<file path="src/logic/timer_b_pkg.sv">
// constants and types for the timer type B register block
package timer_b_pkg;
  localparam logic [3:0] ADDR_IRQ_ENABLE = 4'h5;
  localparam logic [3:0] ADDR_IRQ_FLAGS = 4'h6;
  localparam logic [3:0] ADDR_RUN_STATE = 4'h7;
  localparam logic [3:0] ADDR_DEBUG_HALT = 4'h8;
  localparam logic [3:0] ADDR_STAGING = 4'h9;
  localparam logic [3:0] ADDR_COUNT_LO = 4'ha;
  localparam logic [3:0] ADDR_COUNT_HI = 4'hb;
  localparam logic [3:0] ADDR_COMPARE_CAPTURE_VALUE_LO = 4'hc;
  localparam logic [3:0] ADDR_COMPARE_CAPTURE_VALUE_HI = 4'hd;
  localparam int BIT_OVF = 1;
  localparam int BIT_CAPTURE_IRQ = 0;
  localparam int BIT_RUN = 0;
  localparam int BIT_RUN_IN_BREAK = 0;
  localparam logic [7:0] BYTE_ZERO = 8'h00;
  localparam logic [15:0] COUNT_ZERO = 16'h0000;
  localparam logic [15:0] COUNT_MAX = 16'hffff;
  localparam logic [15:0] COUNT_ONE = 16'h0001;
  typedef enum logic [2:0] {
    MODE_PERIODIC = 3'h0,
    MODE_TIMEOUT = 3'h1,
    MODE_CAPTURE = 3'h2,
    MODE_FREQ = 3'h3,
    MODE_PULSE = 3'h4,
    MODE_FREQ_PULSE = 3'h5,
    MODE_SINGLE = 3'h6,
    MODE_PWM8 = 3'h7
  } mode_e;
  typedef enum logic [1:0] {
    PH_WAIT_FIRST,
    PH_WAIT_OPP,
    PH_WAIT_SECOND,
    PH_DONE
  } fpw_phase_e;
  typedef struct packed {
    logic [3:0] addr;
    logic [7:0] wrData;
    logic write;
    logic read;
  } bus_req_s;
  typedef struct packed {
    logic [15:0] cnt;
    logic [15:0] compare_capture_value;
    logic [7:0] temp;
    logic [1:0] ien;
    logic ovf;
    logic capture_irq;
    logic runInBreak;
    logic running;
    logic evPrev;
    fpw_phase_e phase;
    logic [7:0] rdData;
    logic irq;
    logic pwm;
  } timer_state_s;
  localparam timer_state_s STATE_RESET = '0;
endpackage

</file>
<file path="src/logic/timer_b_regs.sv">
// timer type B counter, capture and register file
`timescale 1ns/1ns
// Overview of operation
// - overflow enable bit gates overflow interrupt
// - capture enable bit gates capture interrupt
// - overflow flag set on wrap max to zero
// - writing one clears overflow flag
// - capture flag cleared by one, or by capture value read in capture modes
// - timer modes flag when count equals top
// - frequency mode: capture, flag, restart count
// - event capture mode: capture and flag only
// - pulse mode: restart, opposite edge captures
// - combined mode flags and stops, second edge
// - pwm8 flags when count equals duty byte
// - pwm8 low byte period, high byte duty
// - run bit reflects counter running, read only
// - debug break halts unless run-in-break bit set
// - shared staging byte for 16-bit access
// - count readable writable as two bytes
// - bus write beats internal count update
// - compare value is top in timer modes
// - capture value held until next capture
// - counter mode encoding zero to seven
module timer_b_regs (
  input wire logic clk_sys,
  input wire logic rst,
  input wire timer_b_pkg::bus_req_s busReq,
  output logic [7:0] busRdData,
  input wire logic timerEnable,
  input wire timer_b_pkg::mode_e counterModeSelect,
  input wire logic captureEventEnable,
  input wire logic eventEdge,
  input wire logic eventIn,
  input wire logic debugBreak,
  output logic irqReq,
  output logic pwmOut
);
  timer_b_pkg::timer_state_s s;
  timer_b_pkg::timer_state_s n;
  logic halt;
  logic posEdge;
  logic negEdge;
  logic evOk;
  logic selEdge;
  logic oppEdge;
  logic tick;
  logic setOvf;
  logic setCapt;
  logic clrOvf;
  logic clrCapt;
  logic atTop;

  function automatic logic [15:0] inc16(input logic [15:0] c);
    return c + timer_b_pkg::COUNT_ONE;
  endfunction

  function automatic logic isCaptureMode(input timer_b_pkg::mode_e m);
    return (m == timer_b_pkg::MODE_CAPTURE) || (m == timer_b_pkg::MODE_FREQ) ||
      (m == timer_b_pkg::MODE_PULSE) || (m == timer_b_pkg::MODE_FREQ_PULSE);
  endfunction

  always_comb begin
    n = s;
    halt = debugBreak & ~s.runInBreak;
    posEdge = eventIn & ~s.evPrev;
    negEdge = ~eventIn & s.evPrev;
    evOk = captureEventEnable & timerEnable & ~halt;
    selEdge = evOk & (eventEdge ? negEdge : posEdge);
    oppEdge = evOk & (eventEdge ? posEdge : negEdge);
    tick = s.running & ~halt;
    atTop = s.cnt == s.compare_capture_value;
    setCapt = 1'b0;
    n.evPrev = eventIn;
    n.pwm = 1'b0;
    if (!timerEnable) begin
      n.running = 1'b0;
      n.phase = timer_b_pkg::PH_WAIT_FIRST;
    end else begin
      case (counterModeSelect)
        timer_b_pkg::MODE_PERIODIC: begin
          n.running = 1'b1;
          if (tick) begin
            if (atTop) begin
              n.cnt = timer_b_pkg::COUNT_ZERO;
              setCapt = 1'b1;
            end else begin
              n.cnt = inc16(s.cnt);
            end
          end
        end
        timer_b_pkg::MODE_TIMEOUT: begin
          if (selEdge) begin
            n.running = 1'b1;
          end
          if (oppEdge) begin
            n.running = 1'b0;
          end
          if (tick) begin
            if (atTop) begin
              n.cnt = timer_b_pkg::COUNT_ZERO;
              setCapt = 1'b1;
            end else begin
              n.cnt = inc16(s.cnt);
            end
          end
        end
        timer_b_pkg::MODE_SINGLE: begin
          if (selEdge || (eventEdge && oppEdge)) begin
            n.running = 1'b1;
          end
          if (tick) begin
            if (atTop) begin
              n.cnt = timer_b_pkg::COUNT_ZERO;
              n.running = 1'b0;
              setCapt = 1'b1;
            end else begin
              n.cnt = inc16(s.cnt);
            end
          end
        end
        timer_b_pkg::MODE_CAPTURE: begin
          n.running = 1'b1;
          if (tick) begin
            n.cnt = inc16(s.cnt);
          end
          if (selEdge) begin
            n.compare_capture_value = s.cnt;
            setCapt = 1'b1;
          end
        end
        timer_b_pkg::MODE_FREQ: begin
          n.running = 1'b1;
          if (selEdge) begin
            n.compare_capture_value = s.cnt;
            n.cnt = timer_b_pkg::COUNT_ZERO;
            setCapt = 1'b1;
          end else if (tick) begin
            n.cnt = inc16(s.cnt);
          end
        end
        timer_b_pkg::MODE_PULSE: begin
          n.running = 1'b1;
          if (selEdge) begin
            n.cnt = timer_b_pkg::COUNT_ZERO;
          end else if (tick) begin
            n.cnt = inc16(s.cnt);
          end
          if (oppEdge) begin
            n.compare_capture_value = s.cnt;
            setCapt = 1'b1;
          end
        end
        timer_b_pkg::MODE_FREQ_PULSE: begin
          if (tick) begin
            n.cnt = inc16(s.cnt);
          end
          case (s.phase)
            timer_b_pkg::PH_WAIT_FIRST: begin
              n.running = 1'b0;
              if (selEdge) begin
                n.cnt = timer_b_pkg::COUNT_ZERO;
                n.running = 1'b1;
                n.phase = timer_b_pkg::PH_WAIT_OPP;
              end
            end
            timer_b_pkg::PH_WAIT_OPP: begin
              if (oppEdge) begin
                n.compare_capture_value = s.cnt;
                n.phase = timer_b_pkg::PH_WAIT_SECOND;
              end
            end
            timer_b_pkg::PH_WAIT_SECOND: begin
              if (selEdge) begin
                n.running = 1'b0;
                n.cnt = s.cnt;
                setCapt = 1'b1;
                n.phase = timer_b_pkg::PH_DONE;
              end
            end
            timer_b_pkg::PH_DONE: begin
              n.running = 1'b0;
              // rearm once software has taken the result
              if (!s.capture_irq) begin
                n.phase = timer_b_pkg::PH_WAIT_FIRST;
              end
            end
            default: begin
              n.phase = timer_b_pkg::PH_WAIT_FIRST;
            end
          endcase
        end
        timer_b_pkg::MODE_PWM8: begin
          n.running = 1'b1;
          if (tick) begin
            if (s.cnt[7:0] == s.compare_capture_value[7:0]) begin
              n.cnt = timer_b_pkg::COUNT_ZERO;
            end else begin
              n.cnt = inc16(s.cnt);
            end
            if (s.cnt[7:0] == s.compare_capture_value[15:8]) begin
              setCapt = 1'b1;
            end
          end
          n.pwm = s.cnt[7:0] < s.compare_capture_value[15:8];
        end
        default: begin
          n.running = 1'b0;
        end
      endcase
    end
    setOvf = tick && (s.cnt == timer_b_pkg::COUNT_MAX) &&
      (n.cnt == timer_b_pkg::COUNT_ZERO);

    // register bus
    clrOvf = 1'b0;
    clrCapt = 1'b0;
    if (busReq.write) begin
      case (busReq.addr)
        timer_b_pkg::ADDR_IRQ_ENABLE: begin
          n.ien = busReq.wrData[1:0];
        end
        timer_b_pkg::ADDR_IRQ_FLAGS: begin
          clrOvf = busReq.wrData[timer_b_pkg::BIT_OVF];
          clrCapt = busReq.wrData[timer_b_pkg::BIT_CAPTURE_IRQ];
        end
        timer_b_pkg::ADDR_DEBUG_HALT: begin
          n.runInBreak = busReq.wrData[timer_b_pkg::BIT_RUN_IN_BREAK];
        end
        timer_b_pkg::ADDR_STAGING, timer_b_pkg::ADDR_COUNT_LO,
        timer_b_pkg::ADDR_COMPARE_CAPTURE_VALUE_LO: begin
          n.temp = busReq.wrData;
        end
        timer_b_pkg::ADDR_COUNT_HI: begin
          n.cnt = {busReq.wrData, s.temp};
        end
        timer_b_pkg::ADDR_COMPARE_CAPTURE_VALUE_HI: begin
          n.compare_capture_value = {busReq.wrData, s.temp};
        end
        default: begin
          n.temp = s.temp;
        end
      endcase
    end
    if (busReq.read) begin
      case (busReq.addr)
        timer_b_pkg::ADDR_IRQ_ENABLE: begin
          n.rdData = {6'h00, s.ien};
        end
        timer_b_pkg::ADDR_IRQ_FLAGS: begin
          n.rdData = {6'h00, s.ovf, s.capture_irq};
        end
        timer_b_pkg::ADDR_RUN_STATE: begin
          n.rdData = {7'h00, s.running};
        end
        timer_b_pkg::ADDR_DEBUG_HALT: begin
          n.rdData = {7'h00, s.runInBreak};
        end
        timer_b_pkg::ADDR_STAGING, timer_b_pkg::ADDR_COUNT_HI,
        timer_b_pkg::ADDR_COMPARE_CAPTURE_VALUE_HI: begin
          n.rdData = s.temp;
        end
        timer_b_pkg::ADDR_COUNT_LO: begin
          n.rdData = s.cnt[7:0];
          n.temp = s.cnt[15:8];
        end
        timer_b_pkg::ADDR_COMPARE_CAPTURE_VALUE_LO: begin
          n.rdData = s.compare_capture_value[7:0];
          n.temp = s.compare_capture_value[15:8];
          clrCapt = clrCapt | isCaptureMode(counterModeSelect);
        end
        default: begin
          n.rdData = timer_b_pkg::BYTE_ZERO;
        end
      endcase
    end
    // a new event wins over a clear in the same cycle
    n.ovf = (s.ovf & ~clrOvf) | setOvf;
    n.capture_irq = (s.capture_irq & ~clrCapt) | setCapt;
    n.irq = (s.ovf & s.ien[timer_b_pkg::BIT_OVF]) |
      (s.capture_irq & s.ien[timer_b_pkg::BIT_CAPTURE_IRQ]);
  end

  always_ff @(posedge clk_sys or posedge rst) begin
    if (rst) begin
      s <= timer_b_pkg::STATE_RESET;
    end else begin
      s <= n;
    end
  end

  assign busRdData = s.rdData;
  assign irqReq = s.irq;
  assign pwmOut = s.pwm;
endmodule // timer_b_regs

</file>
<file path="config.mk">
export PLATFORM = sky130hd
export DESIGN_NAME = timer_b_regs
export DESIGN_NICKNAME = d
export VERILOG_FILES = /design/src/logic/timer_b_pkg.sv /design/src/logic/timer_b_regs.sv
export SDC_FILE = /design/constraint.sdc
export NUM_CORES = 1
export LEC_CHECK = 0
export ABC_AREA = 1
export BUFFER_PORTS_ARGS = -buffer_cell sky130_fd_sc_hd__clkbuf_2
export CAP_MARGIN = 20
export CELL_PAD_IN_SITES_DETAIL_PLACEMENT = 1
export CELL_PAD_IN_SITES_GLOBAL_PLACEMENT = 2
export CORE_ASPECT_RATIO = 0.6
export CORE_MARGIN = 2
export CORE_UTILIZATION = 28
export DETAILED_ROUTE_END_ITERATION = 8
export GPL_ROUTABILITY_DRIVEN = 0
export PLACE_DENSITY = 0.82
export SLEW_MARGIN = 20
export SYNTH_ARGS = -nofsm -noshare
export SYNTH_HDL_FRONTEND = slang
export SYNTH_SLANG_ARGS = --single-unit
</file>
<file path="constraint.sdc">
create_clock -name clk_sys -period 1.8 [get_ports clk_sys]
set_input_delay 0.45 -clock clk_sys [delete_from_list [all_inputs] [get_ports clk_sys]]
set_output_delay 0.45 -clock clk_sys [all_outputs]
set_load 0.005 [all_outputs]
</file>
-- Word-level counts from Yosys, hierarchy flattened
Cells that the tools add are included.
- register bits: 59
- input bits: 24
- add/subtract/negate cells: 1
- magnitude comparators: 1
- equal/unequal tests: 31
- multiplexer cells: 57
- bitwise logic cells: 22
- reduce and logical (&&, ||, !) cells: 20
- operators with widths (cell ; count):
    two-way mux 16 bit ; 12
    case mux 16 bit (5 select lines) ; 1
    case mux 8 bit (7 select lines) ; 1
    case mux 16 bit (3 select lines) ; 1
    two-way mux 42 bit ; 1
    two-way mux 32 bit ; 1
    case mux 16 bit (2 select lines) ; 1
    two-way mux 1 bit ; 25
    equality test 4 bit (second input constant) ; 6
    adder 16 x 1 -> 16 bit (second input constant) ; 1
    equality test 16 bit ; 1
    equality test 16 bit (second input constant) ; 1
    equality test 8 bit ; 2
    zero test 16 bit ; 1
    two-way mux 8 bit ; 2
    case mux 8 bit (2 select lines) ; 1
    two-way mux 2 bit ; 7
    bitwise AND 1 bit ; 12
    equality test 3 bit (second input constant) ; 4
    equality test 4 x 3 -> 1 bit (second input constant) ; 3
    != test 3 bit (second input constant) ; 4
    OR reduction 3 bit ; 3
    less-than comparator 8 bit ; 1
    != test 4 bit (second input constant) ; 2
    21 further kinds ; 38

-- Longest topological paths before layout
Gate-level depths: netlist of the first run.
- depth in word-level cells: 13
- gate-level depth with buffers: 18
- gate-level depth less buffers: 17

-- Worst setup path before layout of the first run
Ideal clock, no wire load.
- path type: register to register
- start point: reg s[10] in the netlist's numbering
- end point: reg s[16] in the netlist's numbering
- arrival time: 1843 ps
- data required time: 1735 ps
- slack: -108 ps
- cell stages (with the launch flop): 18
- path buffers: 1
- cells stage by stage: dfrtp_1 inv_1 ha_1 buf_2 inv_1 nand2_1 nand3_1 nand3_1 nand2_2 nor2_4 nand2_2 nand2_1 nand2_1 nand2_2 nand3_1 nor2_1 nand2_1 nand2_1
- RTL lines (element ; RTL line ; RTL):
    from (decl) ; timer_b_regs.sv:38 ; timer_b_pkg::timer_state_s s;
    from (signal assigned) ; timer_b_regs.sv:285 ; s <= timer_b_pkg::STATE_RESET;
    from (signal assigned) ; timer_b_regs.sv:287 ; s <= n;

==> results of run 1 <==
==> cell usage after synthesis (4+ instances only) <==
cell and number:
nor2_1 64, a22oi_1 12, o22ai_1 16, o21bai_1 4
o211ai_1 23, nand3_2 4, nand3_1 32, a21oi_1 56
nand2_2 12, buf_4 9, xnor2_1 4, xor2_1 15
o21ai_0 80, dfrtp_1 59, a211oi_1 4, ha_1 13
o21ai_1 6, inv_2 12, inv_1 86, nor3_1 8
clkbuf_1 11, nor4_1 4, o221ai_1 14, nand2_1 227
buf_2 11, nand4_1 5
==> stage by stage <==
step | std cells | total power [mW] | hold WS [ns] | setup TNS [ns] | util, %
global route | 1312 | 7.66 | 0.199 | -7.52 | 47.8
finish | 1312 | 7.36 | 0.162 | -4.93 | 47.8
CTS | 1292 | 6.79 | 0.190 | -2.30 | 44.3
detailed placement | 1257 | 4.60 | 0.468 | -12.53 | 39.3
floorplan | 821 | 3.14 | 0.450 | 0 | -
global placement | 1257 | 4.52 | 0.467 | -9.81 | 39.3
==> repair_timing <==
item | 4_1_cts | 5_1_grt
cloned | 1 | 1
endpoints found under the setup margin | 38 | 45
pin swaps | 54 | 66
endpoints found under the hold margin | 0 | 0
buffers inserted | 30 | 25
resized for setup | 137 | 153
==> power by group <==
part	internal (mW)	total, mW	leakage, nW	switching (mW)
Clock	1.09	1.80	0.141	0.713
Combinational	1.61	3.71	3.30	2.10
Sequential	1.57	1.84	0.736	0.270
==> sequential cells by signal, summed over array words and instances (netlist names) <==
register / flops
busRdData: 8
irqReq: 1
pwmOut: 1
s: 49
==> how the worst min path moves through the flow <==
stage	endpoint	slack (ns)	cells past startpoint
4_1_cts	busRdData[6]	0.19	3
3_5_place_dp	busRdData[2]	0.47	2
3_3_place_gp	busRdData[2]	0.47	2
2_1_floorplan	busRdData[1]	0.45	2
6_report	s[23]	0.16	3
5_1_grt	s[41]	0.20	3
==> layer usage <==
layer  vias up  wire (µm)
li1       3253          -
met1      3610      13800
met2       308      12500
met3        47       2660
met4         0        649
met5         -          0
==> logic make-up (layout without fill, tap and decap cells) <==
kind of cell	after synthesis	after routing	synth area share, %
adders and majority gates	13	13	3.06
xor gates and xnor gates	19	19	3.13
buffers and inverters	137	388	10.8
and+or+nand+nor	365	365	29.6
AOI/OAI and AO/OA	228	228	25.6
DFF	59	59	27.8
==> layout make-up <==
class | instances | area share (%)
flip-flops and latches | 59 | 16.9
inverters | 102 | 4.60
clock inverters | 3 | 0.457
multi-input cells | 625 | 46.1
clock buffers | 11 | 2.77
well taps | 240 | 3.43
repair buffers | 272 | 25.7
==> worst min-delay path, delay by kind of cell <==
kind                   cells  cell delay, ns
buffers and inverters      3            0.47
==> impl_metrics.csv, run 1 <==
group,metric,value,unit
clock_network,holdBufCountCts,0,
clock_network,clock-sinks,59,
worst_setup_path,path_buf_inv,1,
clock_network,clkTransAtPathRegs,0.06,ns
worst_setup_path,critical_path.slowest_cell,"dfrtp_1",
clock_network,cts_buffer_depth,2,
layout,final_area,8760,µm²
synth,synth_edf_count,0,
worst_setup_path,cp_cell_sequence,"xor2_2 > nor2_4 > buf_6 > nand2_4 > nor2_4 > nand3_4 > nand2_4 > o21ai_0 > nor2_1 > nor2_2 > nor2_1 > nand2_1 > nand2_1",
die,chipHeight,111,µm
global_route,grt-ovfl-total,0,
drt,firstDrtPassIters,5,
worst_setup_path,worst-path-max-fanout,5,
worst_setup_path,reg2reg_depth,13,
placed_design,placed_area,7190,µm²
global_route,grt_util_all_layers,28.1,%
timing,hold_viol,0,
timing,slew_headroom,65.1,%
timing,min_period,2.17,ns
placed_design,place_ws,-0.445,ns
die,ios,34,
job,drv_cap,0,
timing,slew_violations,0,
drt,dr_total_vias,7218,
global_route,grt-busiest-layer,"met1",
global_route,grt_pass1_wl,42.3,mm
global_route,met2_usage,40.5,%
run_status,failed_checks,"negative setup slack",
worst_setup_path,path_delay_family,"simple AND/OR/NAND/NOR gates",
worst_setup_path,crit_cells,13,
die,fp-row-count,38,
synth,synth_area,5310,µm²
worst_setup_path,cp.arrival,2.46,ns
run_status,status,"finished, violations left",
timing,fin_ws,-0.366,ns
die,coreArea,18300,µm²
layout,fin_nets,1106,
clock_network,cts-htree-levels,3,
power,p_leak,4.18,nW
synth,async_reset_ff_share,100,%
layout,multi_input_area,4040,µm²
worst_setup_path,worst_setup_path_start_kind,"register",
synth,syn_avg_cell_area,6.47,µm²
worst_setup_path,r2r_setup_slack,-0.37,ns
synth,yosys.area.top_type,"dfrtp_1",
worst_setup_path,rr_endpoint,"s[16]",
layout,layout-drive-gt1-share,45.0,%
synth,synthTopCellsByArea,"dfrtp_1, nand2_1, o21ai_0",
synth,synth_seq_cells,59,
clock_network,clk_latency,0.36,ns
synth,synth-main-ff-cell,"dfrtp_1",
layout,final_common_cell,"buf_4",
clock_network,numCtsBuffers,9,
placed_design,dp_hpwl,20.7,mm
global_route,grt_pass1_vias,7132,
drt,ant_nets,0,
synth,ys_seq_area_share,27.8,%
global_route,met3_usage,8.28,%
global_route,grt_start_max_net_pins,60,
drt,vias_per_cell,5.50,
drt,drt_wl_total,29.6,mm
drt,drc,0,
timing,finalClockSkew,0.0133,ns
worst_hold_path,holdCritPathClass,"in -> async",
drt,first_iter_violations,617,
clock_network,cts_tree,"built",
die,die_w,182,µm
timing,fmax,462,MHz
synth,syn-num-nets,858,
worst_setup_path,cp-startpoint,"s[36]",
worst_setup_path,cp-end-kind,"register",
power,power_density,840,nW/µm²
global_route,met1_usage,41.0,%
timing,worst_pin_slew,0.518,ns
placed_design,port_buffers,33,
worst_setup_path,timing.critical_path.to,"s[16]",
synth,netlist.area_leader.share,27.8,%
die,die-area,20100,µm²
layout,final_cell_mix,"buf_4, nand2_1, inv_1",
timing,finalCritPeriodShare,120,%
layout,syn_to_final_growth,65.0,%
clock_network,cts_root_buf,"clkbuf_16",
layout,n_antenna_cell,0,
worst_setup_path,path_class,"reg -> reg",
synth,syn_inst,821,
timing,setup_violations,28,
worst_setup_path,required,2.09,ns
worst_setup_path,critPathMaxStageDelay,0.41,ns
drt,wl_per_cell,22.6,µm
layout,seq_area,1480,µm²
synth,synth_cell_types,47,
worst_setup_path,worstReg2RegStart,"s[36]",
power,ir_drop,0.606,mV
die,start_util,29.0,%
global_route,antenna_found_initial,0,
layout,fillers,2277,
timing,rsz0062_at_grt,"true",
synth,synth_warnings,0,
Note: power is estimated with default switching activity, not from simulation.
==> run 2: changes to the inputs <==
--- a/config.mk
+++ b/config.mk
@@ -15,7 +15,7 @@
 export CORE_UTILIZATION = 28
 export DETAILED_ROUTE_END_ITERATION = 8
 export GPL_ROUTABILITY_DRIVEN = 0
-export PLACE_DENSITY = 0.82
+export PLACE_DENSITY = 0.79
 export SLEW_MARGIN = 20
 export SYNTH_ARGS = -nofsm -noshare
 export SYNTH_HDL_FRONTEND = slang
==> constraint.sdc (replaced) <==
create_clock -name clk_sys -period 2.29 [get_ports clk_sys]
set_input_delay 0.5725 -clock clk_sys [delete_from_list [all_inputs] [get_ports clk_sys]]
set_output_delay 0.5725 -clock clk_sys [all_outputs]
set_load 0.005 [all_outputs]
==> run 2 against run 1 <==
Effect of this change:
- the flow now finishes without violations
- critical path depth grew 2
- count of clock-buffer cells in the layout grew 1
- sequential share of layout area grew 5.3 points
==> impl_metrics.csv, run 2 (synthesis results as in run 1) <==
group,metric,value,unit
global_route,grt-ovfl-total,0,
timing,slew_headroom,45.8,%
timing,fin_ws,0.105,ns
die,start_util,29.0,%
layout,fillers,2387,
power,power_density,727,nW/µm²
global_route,grt_pass1_vias,6005,
timing,setup_violations,0,
worst_setup_path,critPathMaxStageDelay,0.43,ns
drt,dr_total_vias,6244,
worst_setup_path,path_buf_inv,1,
worst_setup_path,critical_path.slowest_cell,"dfrtp_1",
power,p_leak,3.25,nW
drt,first_iter_violations,490,
timing,min_period,2.18,ns
global_route,grt_util_all_layers,24.3,%
timing,finalClockSkew,0.00504,ns
clock_network,clock-sinks,59,
clock_network,cts_tree,"built",
layout,largest_reg_flops,49,
global_route,grt_start_max_net_pins,60,
timing,worst_pin_slew,0.808,ns
placed_design,dp_hpwl,18.6,mm
power,power,4.87,mW
drt,firstDrtPassIters,5,
placed_design,place_ws,0.0137,ns
job,drv_cap,0,
die,die-area,20100,µm²
placed_design,port_buffers,33,
power,ir_drop,0.339,mV
layout,final_common_cell,"nand2_1",
timing,slew_violations,0,
layout,syn_to_final_growth,26.3,%
layout,layout-drive-gt1-share,21.1,%
worst_setup_path,required,2.58,ns
clock_network,clkTransAtPathRegs,0.06,ns
drt,wl_met2,9.12,mm
die,die_w,182,µm
drt,drc,0,
worst_setup_path,cp.arrival,2.47,ns
layout,final_cell_mix,"nand2_1, inv_1, o21ai_0",
worst_setup_path,path_delay_family,"simple AND/OR/NAND/NOR gates",
clock_network,clk_latency,0.35,ns
worst_hold_path,holdCritPathClass,"in -> async",
worst_setup_path,crit_top_cell,"nand2_1",
clock_network,numCtsBuffers,9,
timing,hold_viol,0,
global_route,antenna_found_initial,0,
die,fp-row-count,38,
layout,multi_input_area,3300,µm²
layout,final_util,36.6,%
worst_setup_path,crit_cells,15,
drt,vias_per_cell,5.37,
clock_network,cts-htree-levels,3,
layout,fin_nets,954,
layout,seq_area,1490,µm²
layout,finalNonFillerCells,1162,
worst_setup_path,path_class,"reg -> reg",
timing,finalCritPeriodShare,95.4,%
drt,drt_wl_total,23.9,mm
timing,fmax,458,MHz
worst_setup_path,worst_setup_path_start_kind,"register",
placed_design,placed_cells,1135,
drt,ant_nets,0,
worst_setup_path,worst-path-max-fanout,4,
layout,regMostFlops,"s",
die,chipHeight,111,µm
die,ios,34,
run_status,status,"completed",
die,coreArea,18300,µm²
global_route,grt_pass1_wl,37.1,mm
clock_network,cts_buffer_depth,2,
drt,wl_met3,1.86,mm
worst_setup_path,reg2reg_depth,15,
drt,routed.top_layer,"met4",
clock_network,holdBufCountCts,0,
worst_setup_path,cp_cell_sequence,"xor2_1 > nor2_1 > buf_4 > nand2_1 > nor2_4 > nand3_2 > nand2_4 > nand2_2 > nand2_1 > nand2_1 > nand2_1 > nand3_1 > nor2_2 > nand2_1 > nand2_1",
worst_setup_path,cp-end-kind,"register",
clock_network,cts_root_buf,"clkbuf_16",
layout,n_antenna_cell,0,
drt,wl_per_cell,20.6,µm
drt,wl_met1,12.8,mm
==> run 2: changes by cell type in the layout (fill, tap and decap cells not counted), sizes merged <==
cell / delta
clkinvlp: -2
bufinv: +1
buf: -151
inv: +2
==> run 2: where the power goes <==
group | total (mW) | internal, mW | switching [mW]
registers | 1.50 | 1.24 | 0.255
clock network | 1.53 | 0.984 | 0.550
logic | 1.84 | 0.703 | 1.14
==> run 2: final timing paths <==
path / from / endpoint / slack [ns]
max in group asynchronous: rst / s[43] / 1.69
hold reg to reg: busRdData[4] / busRdData[4] / 0.48
hold / removal: rst / s[31] / 0.27
min in group clk_sys: eventIn / s[12] / 0.38
setup reg to reg: s[52] / s[16] / 0.11
setup / recovery: s[52] / s[16] / 0.11
==> run 2: final cells by class <==
class | count | area share (%)
flip-flops and latches | 59 | 22.2
clock buffers | 12 | 3.67
inverters | 102 | 5.75
clock inverters | 4 | 1.10
repair buffers | 120 | 13.7
well taps | 240 | 4.48
multi-input cells | 625 | 49.1
==> run 2: what timing repair did <==
item                       CTS  global route
pin swaps                    0             4
setup endpoints to repair    1            10
hold endpoints to repair     0             0
setup buffers                2             9
gates resized for setup      1            21
==> run 2: routing by layer <==
metal / track usage, % / vias to the layer above
li1: - / 2952
met2: 32.5 / 211
met1: 39.3 / 3065
met5: 0 / -
met4: 3.63 / 0
met3: 5.39 / 16
==> run 2: worst register-to-register path: cells and delay by family, from the launching register on <==
kind	cells	cell delay, ns
buffers and inverters	1	0.15
DFF	1	0.43
xor gates and xnor gates	1	0.18
and+or+nand+nor	13	1.35
==> run 2: through the flow <==
| stage | setup TNS, ns | hold WS (ns) | cell area (µm²) |
|---|---|---|---|
| 4_1_cts | 0 | 0.289 | 6600 |
| 2_1_floorplan | 0 | 0.450 | 5310 |
| 3_3_place_gp | 0 | 0.469 | 6260 |
| 6_report | 0 | 0.266 | 6710 |
| 5_1_grt | -0.00935 | 0.305 | 6710 |
| 3_5_place_dp | 0 | 0.468 | 6260 |
